<file path="config.mk">
export PLATFORM = sky130hd
export DESIGN_NAME = memory_page_mapper
export DESIGN_NICKNAME = d
export VERILOG_FILES = /design/src/hdl/page_mapper_pkg.sv /design/src/hdl/memory_page_mapper.sv
export SDC_FILE = /design/constraint.sdc
export NUM_CORES = 1
export LEC_CHECK = 0
export BUFFER_PORTS_ARGS = -buffer_cell sky130_fd_sc_hd__buf_2
export CORE_MARGIN = 2
export CORE_UTILIZATION = 30
export CTS_CLUSTER_SIZE = 8
export DETAILED_ROUTE_END_ITERATION = 12
export PLACE_DENSITY = 0.65
export SKIP_CTS_REPAIR_TIMING = 1
export SLEW_MARGIN = 5
export SYNTH_ARGS = -nofsm -noshare
export SYNTH_HDL_FRONTEND = slang
export SYNTH_SLANG_ARGS = --single-unit
export TNS_END_PERCENT = 1
</file>
<file path="constraint.sdc">
create_clock -name i_mclk -period 2.72 [get_ports i_mclk]
set_clock_uncertainty 0.05 [all_clocks]
set_input_delay 0.136 -clock i_mclk [delete_from_list [all_inputs] [get_ports i_mclk]]
set_output_delay 0.136 -clock i_mclk [all_outputs]
set_load 0.1 [all_outputs]
</file>
<file path="src/hdl/page_mapper_pkg.sv">
// Constants shared by the memory page mapper
// Behaviour
// - Direct page base always readable; writes anytime in special mode, once in normal mode.
// - Direct page base places a 256-byte direct page, local and global schemes alike.
// - Direct addressing: base gives local bits 15:8, operand gives low byte.
// - Resource select 1 routes global 0x04000-0x07FFF to internal NVM resources.
// - Resource select 0 routes that range to program flash; bit always read/write.
// - Four-bit window page index maps a 16K global page into local 0x8000-0xBFFF.
// - Window page readable/writable by bus anytime and by CPU far call/return.
// - Far call/return page update completes before the instruction ends.
// - Local 0x0000-0x3FFF maps to fixed global page 0xC.
// - Local 0x4000-0x7FFF always maps to fixed global page 0xD.
// - Local 0xC000-0xFFFF is unpaged, always global page 0xF.
// - Window page index resets to 0xE giving linear flash after reset.
// - Global addresses are 18 bits; page index picks one of sixteen 16KB pages.
// - Active debug shows debug tables at local 0xFF00-0xFFFF, hiding shared resources.
// - Active debug also shows them at 0xBF00-0xBFFF when window page is 0x0F.
// - Debug resources selected only in debug read/write cycles, never user code; CPU local addresses also select them during such cycles.
// - Debug expansion same scheme; debug page used only when enabled and commanding.
// - Window page and debug page registers readable/writable by the debug unit.
// - Normal single-chip mode has no external bus; all accesses stay on chip.
// - Mode pin, synchronised and captured on the fourth clock after reset release, selects normal or special single-chip mode.
package page_mapper_pkg;

  // ----------------------------------------------------------------
  // Register indices (byte address is four times the index)
  // ----------------------------------------------------------------
  localparam logic [7:0] IDX_DIRECT_PAGE_BASE = 8'h11;
  localparam logic [7:0] IDX_MAP_CONTROL = 8'h13;
  localparam logic [7:0] IDX_PROGRAM_WINDOW_PAGE = 8'h15;
  localparam logic [7:0] IDX_DEBUG_WINDOW_PAGE = 8'h18;
  localparam logic [7:0] IDX_MODE_STATUS = 8'h19;

  // ----------------------------------------------------------------
  // Field positions and reset values
  // ----------------------------------------------------------------
  localparam int NVM_RESOURCE_SELECT_BIT = 0;
  localparam int STATUS_NORMAL_BIT = 0;
  localparam int STATUS_DIRECT_LOCKED_BIT = 1;
  localparam int STATUS_MODE_VALID_BIT = 2;
  localparam logic [7:0] DIRECT_PAGE_BASE_RESET = 8'h00;
  localparam logic NVM_RESOURCE_SELECT_RESET = 1'b0;
  localparam logic [3:0] PROGRAM_WINDOW_PAGE_RESET = 4'hE;
  localparam logic [3:0] DEBUG_WINDOW_PAGE_RESET = 4'h0;
  localparam logic MODE_PIN_NORMAL = 1'b1;

  // ----------------------------------------------------------------
  // Address map
  // ----------------------------------------------------------------
  localparam int GLOBAL_ADDR_WIDTH = 18;
  localparam logic [3:0] FIXED_PAGE_LOW = 4'hC;
  localparam logic [3:0] FIXED_PAGE_MID = 4'hD;
  localparam logic [3:0] FIXED_PAGE_TOP = 4'hF;
  localparam logic [1:0] LOCAL_BLOCK_WINDOW = 2'b10;
  localparam logic [1:0] LOCAL_BLOCK_LOW = 2'b00;
  localparam logic [1:0] LOCAL_BLOCK_MID = 2'b01;
  localparam logic [3:0] NVM_GLOBAL_PAGE = 4'h1;
  localparam logic [7:0] DEBUG_AREA_TOP = 8'hFF;
  localparam logic [7:0] DEBUG_AREA_WINDOW = 8'hBF;
  localparam logic [3:0] DEBUG_WINDOW_PAGE_VALUE = 4'hF;

  // ----------------------------------------------------------------
  // Timing
  // ----------------------------------------------------------------
  localparam logic [1:0] MODE_CAPTURE_DELAY = 2'h3;

endpackage

</file>
<file path="src/hdl/memory_page_mapper.sv">
// Memory page mapper: page registers, mode capture and address expansion
//
// Design decision made here: register access over Wishbone.
`timescale 1ns/1ps
`default_nettype none
module memory_page_mapper
  import page_mapper_pkg::*;
(
  // Clock and reset
  input wire logic i_mclk,
  input wire logic i_reset_n,
  // Wishbone slave
  input wire logic i_wb_cyc,
  input wire logic i_wb_stb,
  input wire logic i_wb_we,
  input wire logic [9:0] i_wb_adr,
  input wire logic [3:0] i_wb_sel,
  input wire logic [31:0] i_wb_dat,
  output logic [31:0] o_wb_dat,
  output logic o_wb_ack,
  // Mode strap
  input wire logic i_mode_select_pin,
  // CPU local side
  input wire logic [15:0] i_cpu_local_addr,
  input wire logic i_cpu_direct_mode,
  input wire logic i_cpu_far_page_we,
  input wire logic [3:0] i_cpu_far_page_data,
  // Debug unit local side
  input wire logic [15:0] i_bdm_local_addr,
  input wire logic i_bdm_active,
  input wire logic i_debug_read_cycle,
  input wire logic i_debug_write_cycle,
  input wire logic i_debug_page_enable,
  input wire logic i_debug_cmd_active,
  // CPU global side
  output logic [17:0] o_cpu_global_addr,
  output logic o_cpu_debug_select,
  output logic o_cpu_nvm_hit,
  output logic o_cpu_pflash_hit,
  // Debug unit global side
  output logic [17:0] o_bdm_global_addr,
  output logic o_bdm_debug_select,
  output logic o_bdm_nvm_hit,
  output logic o_bdm_pflash_hit,
  // Register views and mode
  output logic [3:0] o_program_window_page,
  output logic o_normal_single_chip,
  output logic o_external_bus_enable
);

  // ----------------------------------------------------------------
  // State
  // ----------------------------------------------------------------
  typedef struct packed {
    logic [7:0] direct_page_base;
    logic direct_written;
    logic nvm_resource_select;
    logic [3:0] window_page_index;
    logic [3:0] debug_window_page;
    logic mode_sync1;
    logic mode_sync2;
    logic [1:0] capture_count;
    logic mode_valid;
    logic normal_single_chip;
    logic wb_ack;
    logic [31:0] wb_dat;
    logic [17:0] cpu_gaddr;
    logic cpu_dbg;
    logic cpu_nvm;
    logic cpu_flash;
    logic [17:0] bdm_gaddr;
    logic bdm_dbg;
    logic bdm_nvm;
    logic bdm_flash;
  } state_t;

  state_t state;
  state_t next_state;

  // ----------------------------------------------------------------
  // Address expansion helpers
  // ----------------------------------------------------------------
  function automatic logic [17:0] expand(input logic [15:0] local_addr,
                                         input logic [3:0] page);
    logic [3:0] sel_page;
    sel_page = FIXED_PAGE_TOP;
    if (local_addr[15:14] == LOCAL_BLOCK_LOW) begin
      sel_page = FIXED_PAGE_LOW;
    end else if (local_addr[15:14] == LOCAL_BLOCK_MID) begin
      sel_page = FIXED_PAGE_MID;
    end else if (local_addr[15:14] == LOCAL_BLOCK_WINDOW) begin
      sel_page = page;
    end
    expand = {sel_page, local_addr[13:0]};
  endfunction

  function automatic logic debug_area(input logic [15:0] local_addr,
                                      input logic [3:0] page);
    debug_area = (local_addr[15:8] == DEBUG_AREA_TOP) ||
                 ((local_addr[15:8] == DEBUG_AREA_WINDOW) &&
                  (page == DEBUG_WINDOW_PAGE_VALUE));
  endfunction

  // ----------------------------------------------------------------
  // Combinational decode
  // ----------------------------------------------------------------
  logic wb_req;
  logic wb_commit;
  logic [7:0] wb_index;
  logic direct_locked;
  logic debug_cycle;
  logic [3:0] cpu_page;
  logic [3:0] bdm_page;
  logic [15:0] cpu_local;
  logic [17:0] cpu_exp;
  logic [17:0] bdm_exp;
  logic cpu_dbg_hit;
  logic bdm_dbg_hit;
  logic [31:0] read_word;

  assign wb_req = i_wb_cyc && i_wb_stb;
  assign wb_commit = wb_req && state.wb_ack;
  assign wb_index = i_wb_adr[9:2];
  assign direct_locked = state.normal_single_chip && state.direct_written;
  assign debug_cycle = i_bdm_active && (i_debug_read_cycle || i_debug_write_cycle);
  // Debug page steers both masters only while commanding
  assign bdm_page = (i_debug_page_enable && i_debug_cmd_active) ?
                    state.debug_window_page : state.window_page_index;
  assign cpu_page = bdm_page;
  // Direct addressing builds the local address from the base
  assign cpu_local = i_cpu_direct_mode ?
                     {state.direct_page_base, i_cpu_local_addr[7:0]} :
                     i_cpu_local_addr;
  assign cpu_exp = expand(cpu_local, cpu_page);
  assign bdm_exp = expand(i_bdm_local_addr, bdm_page);
  assign cpu_dbg_hit = debug_cycle && debug_area(cpu_local, cpu_page);
  assign bdm_dbg_hit = debug_cycle && debug_area(i_bdm_local_addr, bdm_page);

  always_comb begin
    read_word = 32'h0000_0000;
    if (wb_index == IDX_DIRECT_PAGE_BASE) begin
      read_word[7:0] = state.direct_page_base;
    end else if (wb_index == IDX_MAP_CONTROL) begin
      read_word[NVM_RESOURCE_SELECT_BIT] = state.nvm_resource_select;
    end else if (wb_index == IDX_PROGRAM_WINDOW_PAGE) begin
      read_word[3:0] = state.window_page_index;
    end else if (wb_index == IDX_DEBUG_WINDOW_PAGE) begin
      read_word[3:0] = state.debug_window_page;
    end else if (wb_index == IDX_MODE_STATUS) begin
      read_word[STATUS_NORMAL_BIT] = state.normal_single_chip;
      read_word[STATUS_DIRECT_LOCKED_BIT] = direct_locked;
      read_word[STATUS_MODE_VALID_BIT] = state.mode_valid;
    end
  end

  // ----------------------------------------------------------------
  // Next state
  // ----------------------------------------------------------------
  always_comb begin
    next_state = state;
    // Mode strap, captured once the synchroniser has settled
    next_state.mode_sync1 = i_mode_select_pin;
    next_state.mode_sync2 = state.mode_sync1;
    if (!state.mode_valid) begin
      if (state.capture_count == MODE_CAPTURE_DELAY) begin
        next_state.mode_valid = 1'b1;
        next_state.normal_single_chip = (state.mode_sync2 == MODE_PIN_NORMAL);
      end else begin
        next_state.capture_count = state.capture_count + 2'h1;
      end
    end
    // Bus slave: one wait state, ack for one cycle
    next_state.wb_ack = wb_req && !state.wb_ack;
    if (wb_req && !state.wb_ack) begin
      next_state.wb_dat = read_word;
    end else if (!wb_req) begin
      next_state.wb_dat = 32'h0000_0000;
    end
    if (wb_commit && i_wb_we && i_wb_sel[0]) begin
      if (wb_index == IDX_DIRECT_PAGE_BASE) begin
        if (!direct_locked) begin
          next_state.direct_page_base = i_wb_dat[7:0];
          next_state.direct_written = 1'b1;
        end
      end else if (wb_index == IDX_MAP_CONTROL) begin
        next_state.nvm_resource_select = i_wb_dat[NVM_RESOURCE_SELECT_BIT];
      end else if (wb_index == IDX_PROGRAM_WINDOW_PAGE) begin
        next_state.window_page_index = i_wb_dat[3:0];
      end else if (wb_index == IDX_DEBUG_WINDOW_PAGE) begin
        next_state.debug_window_page = i_wb_dat[3:0];
      end
    end
    // Far call/return path wins and lands on the next edge
    if (i_cpu_far_page_we) begin
      next_state.window_page_index = i_cpu_far_page_data;
    end
    // Registered translation; debug hits hide shared resources
    next_state.cpu_gaddr = cpu_exp;
    next_state.cpu_dbg = cpu_dbg_hit;
    next_state.cpu_nvm = !cpu_dbg_hit && (cpu_exp[17:14] == NVM_GLOBAL_PAGE) &&
                         state.nvm_resource_select;
    next_state.cpu_flash = !cpu_dbg_hit && (cpu_exp[17:14] == NVM_GLOBAL_PAGE) &&
                           !state.nvm_resource_select;
    next_state.bdm_gaddr = bdm_exp;
    next_state.bdm_dbg = bdm_dbg_hit;
    next_state.bdm_nvm = !bdm_dbg_hit && (bdm_exp[17:14] == NVM_GLOBAL_PAGE) &&
                         state.nvm_resource_select;
    next_state.bdm_flash = !bdm_dbg_hit && (bdm_exp[17:14] == NVM_GLOBAL_PAGE) &&
                           !state.nvm_resource_select;
  end

  // ----------------------------------------------------------------
  // State register
  // ----------------------------------------------------------------
  always_ff @(posedge i_mclk or negedge i_reset_n) begin
    if (!i_reset_n) begin
      state <= '0;
      state.direct_page_base <= DIRECT_PAGE_BASE_RESET;
      state.nvm_resource_select <= NVM_RESOURCE_SELECT_RESET;
      state.window_page_index <= PROGRAM_WINDOW_PAGE_RESET;
      state.debug_window_page <= DEBUG_WINDOW_PAGE_RESET;
      state.normal_single_chip <= 1'b1;
    end else begin
      state <= next_state;
    end
  end

  // ----------------------------------------------------------------
  // Outputs
  // ----------------------------------------------------------------
  assign o_wb_dat = state.wb_dat;
  assign o_wb_ack = state.wb_ack;
  assign o_cpu_global_addr = state.cpu_gaddr;
  assign o_cpu_debug_select = state.cpu_dbg;
  assign o_cpu_nvm_hit = state.cpu_nvm;
  assign o_cpu_pflash_hit = state.cpu_flash;
  assign o_bdm_global_addr = state.bdm_gaddr;
  assign o_bdm_debug_select = state.bdm_dbg;
  assign o_bdm_nvm_hit = state.bdm_nvm;
  assign o_bdm_pflash_hit = state.bdm_flash;
  assign o_program_window_page = state.window_page_index;
  assign o_normal_single_chip = state.normal_single_chip;
  // No external bus in either single-chip mode
  assign o_external_bus_enable = 1'b0;

  // ----------------------------------------------------------------
  // Checks
  // ----------------------------------------------------------------
  AST_DIRECT_LOCKED: assert property (@(posedge i_mclk) disable iff (!i_reset_n)
    (wb_commit && i_wb_we && (wb_index == IDX_DIRECT_PAGE_BASE) && direct_locked)
    |=> $stable(state.direct_page_base))
    else $error("direct page base changed after lock");

  AST_DIRECT_SPECIAL_WRITE: assert property (@(posedge i_mclk) disable iff (!i_reset_n)
    (wb_commit && i_wb_we && i_wb_sel[0] && (wb_index == IDX_DIRECT_PAGE_BASE) &&
     !state.normal_single_chip)
    |=> (state.direct_page_base == $past(i_wb_dat[7:0])))
    else $error("direct page write lost in special mode");

  AST_LOW_BLOCK: assert property (@(posedge i_mclk) disable iff (!i_reset_n)
    (cpu_local[15:14] == 2'b00) |=> (o_cpu_global_addr[17:14] == 4'hC))
    else $error("low block not on page C");

  AST_MID_BLOCK: assert property (@(posedge i_mclk) disable iff (!i_reset_n)
    (i_bdm_local_addr[15:14] == 2'b01) |=> (o_bdm_global_addr[17:14] == 4'hD))
    else $error("mid block not on page D");

  AST_TOP_BLOCK: assert property (@(posedge i_mclk) disable iff (!i_reset_n)
    (cpu_local[15:14] == 2'b11) |=> (o_cpu_global_addr == {4'hF, $past(cpu_local[13:0])}))
    else $error("top block not on page F");

  AST_WINDOW_PAGE: assert property (@(posedge i_mclk) disable iff (!i_reset_n)
    (cpu_local[15:14] == 2'b10)
    |=> (o_cpu_global_addr == {$past(cpu_page), $past(cpu_local[13:0])}))
    else $error("window not mapped through page index");

  AST_DIRECT_ADDR: assert property (@(posedge i_mclk) disable iff (!i_reset_n)
    i_cpu_direct_mode
    |=> (o_cpu_global_addr[13:0] ==
         {$past(state.direct_page_base[5:0]), $past(i_cpu_local_addr[7:0])}))
    else $error("direct address not built from base");

  AST_NVM_ROUTE: assert property (@(posedge i_mclk) disable iff (!i_reset_n)
    (o_cpu_global_addr[17:14] == 4'h1 && !o_cpu_debug_select && $past(state.nvm_resource_select))
    |-> (o_cpu_nvm_hit && !o_cpu_pflash_hit))
    else $error("nvm range not routed to nvm");

  AST_FLASH_ROUTE: assert property (@(posedge i_mclk) disable iff (!i_reset_n)
    (o_bdm_global_addr[17:14] == 4'h1 && !o_bdm_debug_select && !$past(state.nvm_resource_select))
    |-> (o_bdm_pflash_hit && !o_bdm_nvm_hit))
    else $error("nvm range not routed to flash");

  AST_FAR_PAGE: assert property (@(posedge i_mclk) disable iff (!i_reset_n)
    i_cpu_far_page_we |=> (o_program_window_page == $past(i_cpu_far_page_data)))
    else $error("far page update late");

  AST_DEBUG_TOP: assert property (@(posedge i_mclk) disable iff (!i_reset_n)
    (debug_cycle && i_bdm_local_addr[15:8] == 8'hFF)
    ##1 1'b1 |-> (o_bdm_debug_select && !o_bdm_nvm_hit && !o_bdm_pflash_hit))
    else $error("debug area not selected");

  AST_DEBUG_WINDOW: assert property (@(posedge i_mclk) disable iff (!i_reset_n)
    (debug_cycle && i_bdm_local_addr[15:8] == 8'hBF && bdm_page == 4'hF) |=> o_bdm_debug_select)
    else $error("debug window alias missing");

  AST_DEBUG_HIDDEN: assert property (@(posedge i_mclk) disable iff (!i_reset_n)
    !debug_cycle |=> (!o_cpu_debug_select && !o_bdm_debug_select))
    else $error("debug area visible outside debug cycles");

  AST_DEBUG_PAGE: assert property (@(posedge i_mclk) disable iff (!i_reset_n)
    (i_debug_page_enable && i_debug_cmd_active && i_bdm_local_addr[15:14] == 2'b10)
    |=> (o_bdm_global_addr[17:14] == $past(state.debug_window_page)))
    else $error("debug page not used");

  AST_WB_ACK_PULSE: assert property (@(posedge i_mclk) disable iff (!i_reset_n)
    (wb_req && !o_wb_ack) |=> o_wb_ack ##1 !o_wb_ack)
    else $error("bus ack not a single pulse");

  AST_NO_EXT_BUS: assert property (@(posedge i_mclk) disable iff (!i_reset_n)
    o_normal_single_chip |-> !o_external_bus_enable)
    else $error("external bus enabled");

  AST_MID_BLOCK_CPU: assert property (@(posedge i_mclk) disable iff (!i_reset_n)
    (cpu_local[15:14] == 2'b01)
    |=> (o_cpu_global_addr[17:14] == 4'hD))
    else $error("cpu mid block not on page D");

  AST_LOW_BLOCK_BDM: assert property (@(posedge i_mclk) disable iff (!i_reset_n)
    (i_bdm_local_addr[15:14] == 2'b00)
    |=> (o_bdm_global_addr[17:14] == 4'hC))
    else $error("debug low block not on page C");

  AST_TOP_BLOCK_BDM: assert property (@(posedge i_mclk) disable iff (!i_reset_n)
    (i_bdm_local_addr[15:14] == 2'b11)
    |=> (o_bdm_global_addr[17:14] == 4'hF))
    else $error("debug top block not on page F");

  AST_PAGE_FALLBACK: assert property (@(posedge i_mclk) disable iff (!i_reset_n)
    (!(i_debug_page_enable && i_debug_cmd_active) && i_bdm_local_addr[15:14] == 2'b10)
    |=> (o_bdm_global_addr[17:14] == $past(state.window_page_index)))
    else $error("window page not used");

  AST_CPU_DEBUG_TOP: assert property (@(posedge i_mclk) disable iff (!i_reset_n)
    (debug_cycle && cpu_local[15:8] == 8'hFF)
    |=> (o_cpu_debug_select && !o_cpu_nvm_hit && !o_cpu_pflash_hit))
    else $error("cpu debug area not selected");

  AST_MAP_WRITE: assert property (@(posedge i_mclk) disable iff (!i_reset_n)
    (wb_commit && i_wb_we && i_wb_sel[0] && wb_index == IDX_MAP_CONTROL)
    |=> (state.nvm_resource_select == $past(i_wb_dat[NVM_RESOURCE_SELECT_BIT])))
    else $error("resource select write lost");

  AST_PAGE_WRITE: assert property (@(posedge i_mclk) disable iff (!i_reset_n)
    (wb_commit && i_wb_we && i_wb_sel[0] && wb_index == IDX_PROGRAM_WINDOW_PAGE &&
     !i_cpu_far_page_we)
    |=> (o_program_window_page == $past(i_wb_dat[3:0])))
    else $error("window page write lost");

  AST_DEBUG_PAGE_WRITE: assert property (@(posedge i_mclk) disable iff (!i_reset_n)
    (wb_commit && i_wb_we && i_wb_sel[0] && wb_index == IDX_DEBUG_WINDOW_PAGE)
    |=> (state.debug_window_page == $past(i_wb_dat[3:0])))
    else $error("debug page write lost");

  AST_PAGE_READ: assert property (@(posedge i_mclk) disable iff (!i_reset_n)
    (wb_req && !o_wb_ack && wb_index == IDX_PROGRAM_WINDOW_PAGE)
    |=> (o_wb_dat == {28'h0000000, $past(state.window_page_index)}))
    else $error("window page read wrong");

  AST_MODE_CAPTURE: assert property (@(posedge i_mclk) disable iff (!i_reset_n)
    $rose(state.mode_valid)
    |-> (state.normal_single_chip == $past(state.mode_sync2)))
    else $error("mode not taken from strap");

  AST_MODE_HELD: assert property (@(posedge i_mclk) disable iff (!i_reset_n)
    state.mode_valid
    |=> $stable(state.normal_single_chip))
    else $error("mode changed after capture");

endmodule
`default_nettype wire

</file>
After elaboration in Yosys (flattened, before gate mapping)
Index checks and enable logic that the tools add are counted.

$add $sub $neg: 1. Multiply operators: 0. Divide/modulo/power cells: 0. $lt $le $gt $ge: 0. Equal/unequal tests: 20. Shift-type cells: 0. Mux-type cells: 27. Bitwise logic cells: 6. Reductions and logical operators: 35.

Operators with widths (number): 2-to-1 mux 32 bit (2); 2-to-1 mux 4 bit (14); equality test 8 x 5 -> 1 bit (second input constant) (5); equality test 8 bit (second input constant) (4); 2-to-1 mux 8 bit (3); logical AND 1 bit (18); 2-to-1 mux 16 bit (1); 2-to-1 mux 3 bit (3); equality test 4 x 1 -> 1 bit (second input constant) (2); equality test 2 bit (second input constant) (3); != test 2 bit (second input constant) (3); NOT 1 bit (6); AND reduction 3 bit (2); AND reduction 5 bit (1); equality test 2 x 1 -> 1 bit (second input constant) (2); equality test 4 bit (second input constant) (1); zero test 1 bit (4); zero test 2 bit (2); 2-to-1 mux 2 bit (2); AND reduction 2 bit (2); AND reduction 4 bit (1); nonzero test 2 bit (2); logical OR 1 bit (3); adder 2 x 1 -> 2 bit (second input constant) (1); 2-to-1 mux 1 bit (2).

Register bits: 99. Latch bits: 0. RAM bits: 0. Memory bits (read-only): 0. Input port bits: 95. Logic and storage cells: 109. Memories: 0.

Longest topological paths before layout
Depth after elaboration: 9. Depth in mapped cells: 6. Gate-level depth less buffers: 4.

Least setup slack after synthesis
No wires, ideal clock.

Kind: reg2reg. Start point: register state, in the netlist o_wb_ack. End point: register state[91] (netlist name). Library setup time: 125 ps. Arrival: 2494 ps. Required time: 2545 ps. Path slack: 51 ps. Cell stages (with the launch flop): 6. Buffers on the path: 1. Clock period less this slack: 2669 ps. Path through: dfrtp_1 > and3_1 > buf_2 > nand4_1 > a2111oi_4 > mux2_2.

Word-level cells in the longest chain between the ends: 4.

RTL lines: from (decl) (RTL line memory_page_mapper.sv:77) `state_t state;`; from (signal assigned) (RTL line memory_page_mapper.sv:224) `state <= next_state;`; logical AND 1 bit (RTL line memory_page_mapper.sv:122) `assign wb_commit = wb_req && state.wb_ack;`; logical AND 1 bit (2 in series) (RTL line memory_page_mapper.sv:179) `if (wb_commit && i_wb_we && i_wb_sel[0]) begin`; AND reduction 3 bit (no line).

Every way passes these cells. A chain may end at the register's enable or synchronous reset.

Final worst setup path
Start point: register state, in the netlist o_wb_ack. End point: register state[98] (netlist name).

Same word-level chain as after synthesis.

==> run metrics <==
status=completed; Top Layer Used=met4; fmax=just over 500 MHz; initial antenna violation count=0; CP delay by family, top=simple AND/OR/NAND/NOR gates; Yosys warnings=0; Placer Congestion=0.783; peak supply drop=0.496 mV; Synth area leaders=dfrtp_1 50%, buf_4 16%, mux2_2 9.9%, dfstp_2 3.0%, mux2i_1 2.0%; Max-Slew Margin vs Limit=38.5%; final setup fails=0; worst-path fanout max=8; Final Max Tran Viols=0; share of cells above drive strength 1=44.0%; io pins=176; sequential share of the synthesized area=a little over half; critical path, cell by cell=and3_1 -> nand4_1 -> a2111oi_4 -> buf_4 -> mux2_2; r2r setup slk=0.74 ns; WHS Path Cells=2; Site Rows=39; Slowest-stage cell, CP=a2111oi_4; Primary FF master, synth=dfrtp_1; Final min period=roughly 2 ns; cell taking the most area after synthesis=dfrtp_1; vias per cell=4.33; CP Class=reg2reg; diodes inserted=0; number of buffers created by CTS=9; RSZ-0062 raised after global routing=false; worst hold path type=in2reg; CP Launch Type=flip-flop; area share of the largest cell type after synthesis=between 50% and 60%; Initial Utilization=between 30% and 40%; Hold Fails Final Rpt=0; worst hold start=i_cpu_local_addr[8]; CTS tree=done; clock root buffer=clkbuf_16; Post-synth EDFFs=0; crit path from=o_wb_ack; Congestion Overflow GR=0; Critical path buffers and inverters=1; DR vias=2374; total power per unit cell area=678 mW/mm2; Synth Register Bits=75; Max-cap violations=0; clk_lat worst skew=around 0.33 ns; Crit path largest cell delay=0.39 ns; port buffer count=121; Core ar.=0.0114 mm2; detailed placement HPWL=a little under 6000 um; first-pass GRT wire length=11800 um; vias in the first global route=between 2000 and 2500; htree depth=3; Layout area overhead=27.1%; Least-Margin Pin Slew=0.923 ns; largest net degree at the start of global routing=between 70 and 80; met2 WL=3650 um; Post-Syn Area per Cell=around 12 um2; DR iter-0 viols=80; Lkg Pwr=~2.2 nW; Reg2Reg Depth=5; Reg-to-Reg End=state[98]; drt total wl=8030 um; setup tns final=0 ns; Routed WL per cell=14.7 um; commonest cells after routing, fill and taps aside=120 x buf_2, 71 x dfrtp_1, 34 x dlygate4sd3_1, 31 x mux2_2, 25 x conb_1; Hold Path Sink=o_cpu_global_addr[8]; wire length on met1=3640 um; Netlist cell types=48; ys async rst share=100%; Post-Syn Area=0.00352 mm2; die height=approximately 110 um; most common cell after layout, fill and taps aside=buf_2; fin nets=497; Final period util=just over 70%; Crit. End Element=flip-flop; CTS Buffer Depth=2; Die X=112 um; reg2reg start=o_wb_ack; Final Util=39.2%; Gate Count Post-Synth=287; drt pass-1 iters=4; Residual DRC=0; CTS clk-pin slew, worst paths=about 0.06 ns; CP Data Required Time=2.89 ns; met3 WL=629 um; clock sink total=75; number of routed nets with antenna violations=0; die area=0.0126 mm2; total global-route track usage=approximately an eighth; CP arrival=2.14 ns
==> registers in the layout, summed over array words and instances, names as in the netlist, 4 cells and up <==
register / count
o_bdm_global_addr: 18
state: 18
o_program_window_page: 4
o_cpu_global_addr: 18
o_wb_dat: 8
==> per-stage QoR <==
stage	instances	total power [mW]	setup WS (ns)	cell area (um2)	hold WS, ns
after floorplan	311	1.77	0.0510	3610	-0.210
after global placement	499	1.82	0.604	3840	0.194
after detailed placement	499	1.83	0.540	3840	0.195
after CTS	514	3.04	0.683	4140	-0.164
after global routing	548	3.16	0.601	4480	0.000540
final	548	3.04	0.742	4480	0.00326
==> where the power goes <==
part	switching [mW]	total, mW	internal (mW)
clock network	0.439	1.19	0.754
registers	0.0215	1.18	1.16
logic	0.534	0.664	0.129
total	0.994	3.04	2.04
==> area by class of cell <==
type	count	area (um2)
sequential	75	1880
fill	1107	6940
inverter	5	18.8
clock buffer	11	253
tap	143	179
multi-input combinational	153	1130
clock inverter	4	48.8
timing repair buffer	157	963
==> routing by layer <==
layer | global-route usage (%) | vias to the layer above
met2 | 18.7 | 109
met3 | 4.10 | 10
met1 | 16.2 | 1122
li1 | - | 1133
met5 | 0 | -
met4 | 5.85 | 0
==> synthesized netlist by cell type, drive strengths merged (2+ instances only) <==
cell type  number
a211oi          3
a21o            2
a21oi           2
a22o            6
a22oi           2
a31oi           2
and2            2
and3            3
buf            77
dfrtp          71
dfstp           4
inv             5
mux2           31
mux2i           7
nand2          14
nand3           2
nand3b          2
nand4           3
nor2            6
nor2b           5
nor3            3
nor3b           2
nor4            3
o211ai          2
o21a            2
o21ai           5
o31ai           2
or3b            2
==> kinds of logic (layout without fill, tap and decap cells) <==
family	count (synthesis)	in the layout	synth area share [%]
AOI/OAI and AO/OA	34	34	7.56
buffers and inverters	83	177	16.9
adders and majority gates	1	1	0.355
other	1	25	0.106
and+or+nand+nor	54	54	9.48
DFF	75	75	53.4
muxes	38	38	11.9
xor gates and xnor gates	1	1	0.249
==> how the worst max path moves through the flow <==
stage	end	slack (ns)	cells after the start
global route	state[98]	0.60	5
detailed placement	state[98]	0.54	6
CTS	state[98]	0.68	5
finish	state[98]	0.74	5
floorplan	state[91]	0.05	5
global placement	state[97]	0.60	6
==> worst reg2reg max path: cells and delay by family, from the launching register on <==
family	cells	cell delay, ns
compound gates	1	0.39
buf+inv	1	0.24
flops	1	0.34
mux	1	0.35
simple gates	2	0.49
No activity file was read; power rests on OpenSTA's default activity.
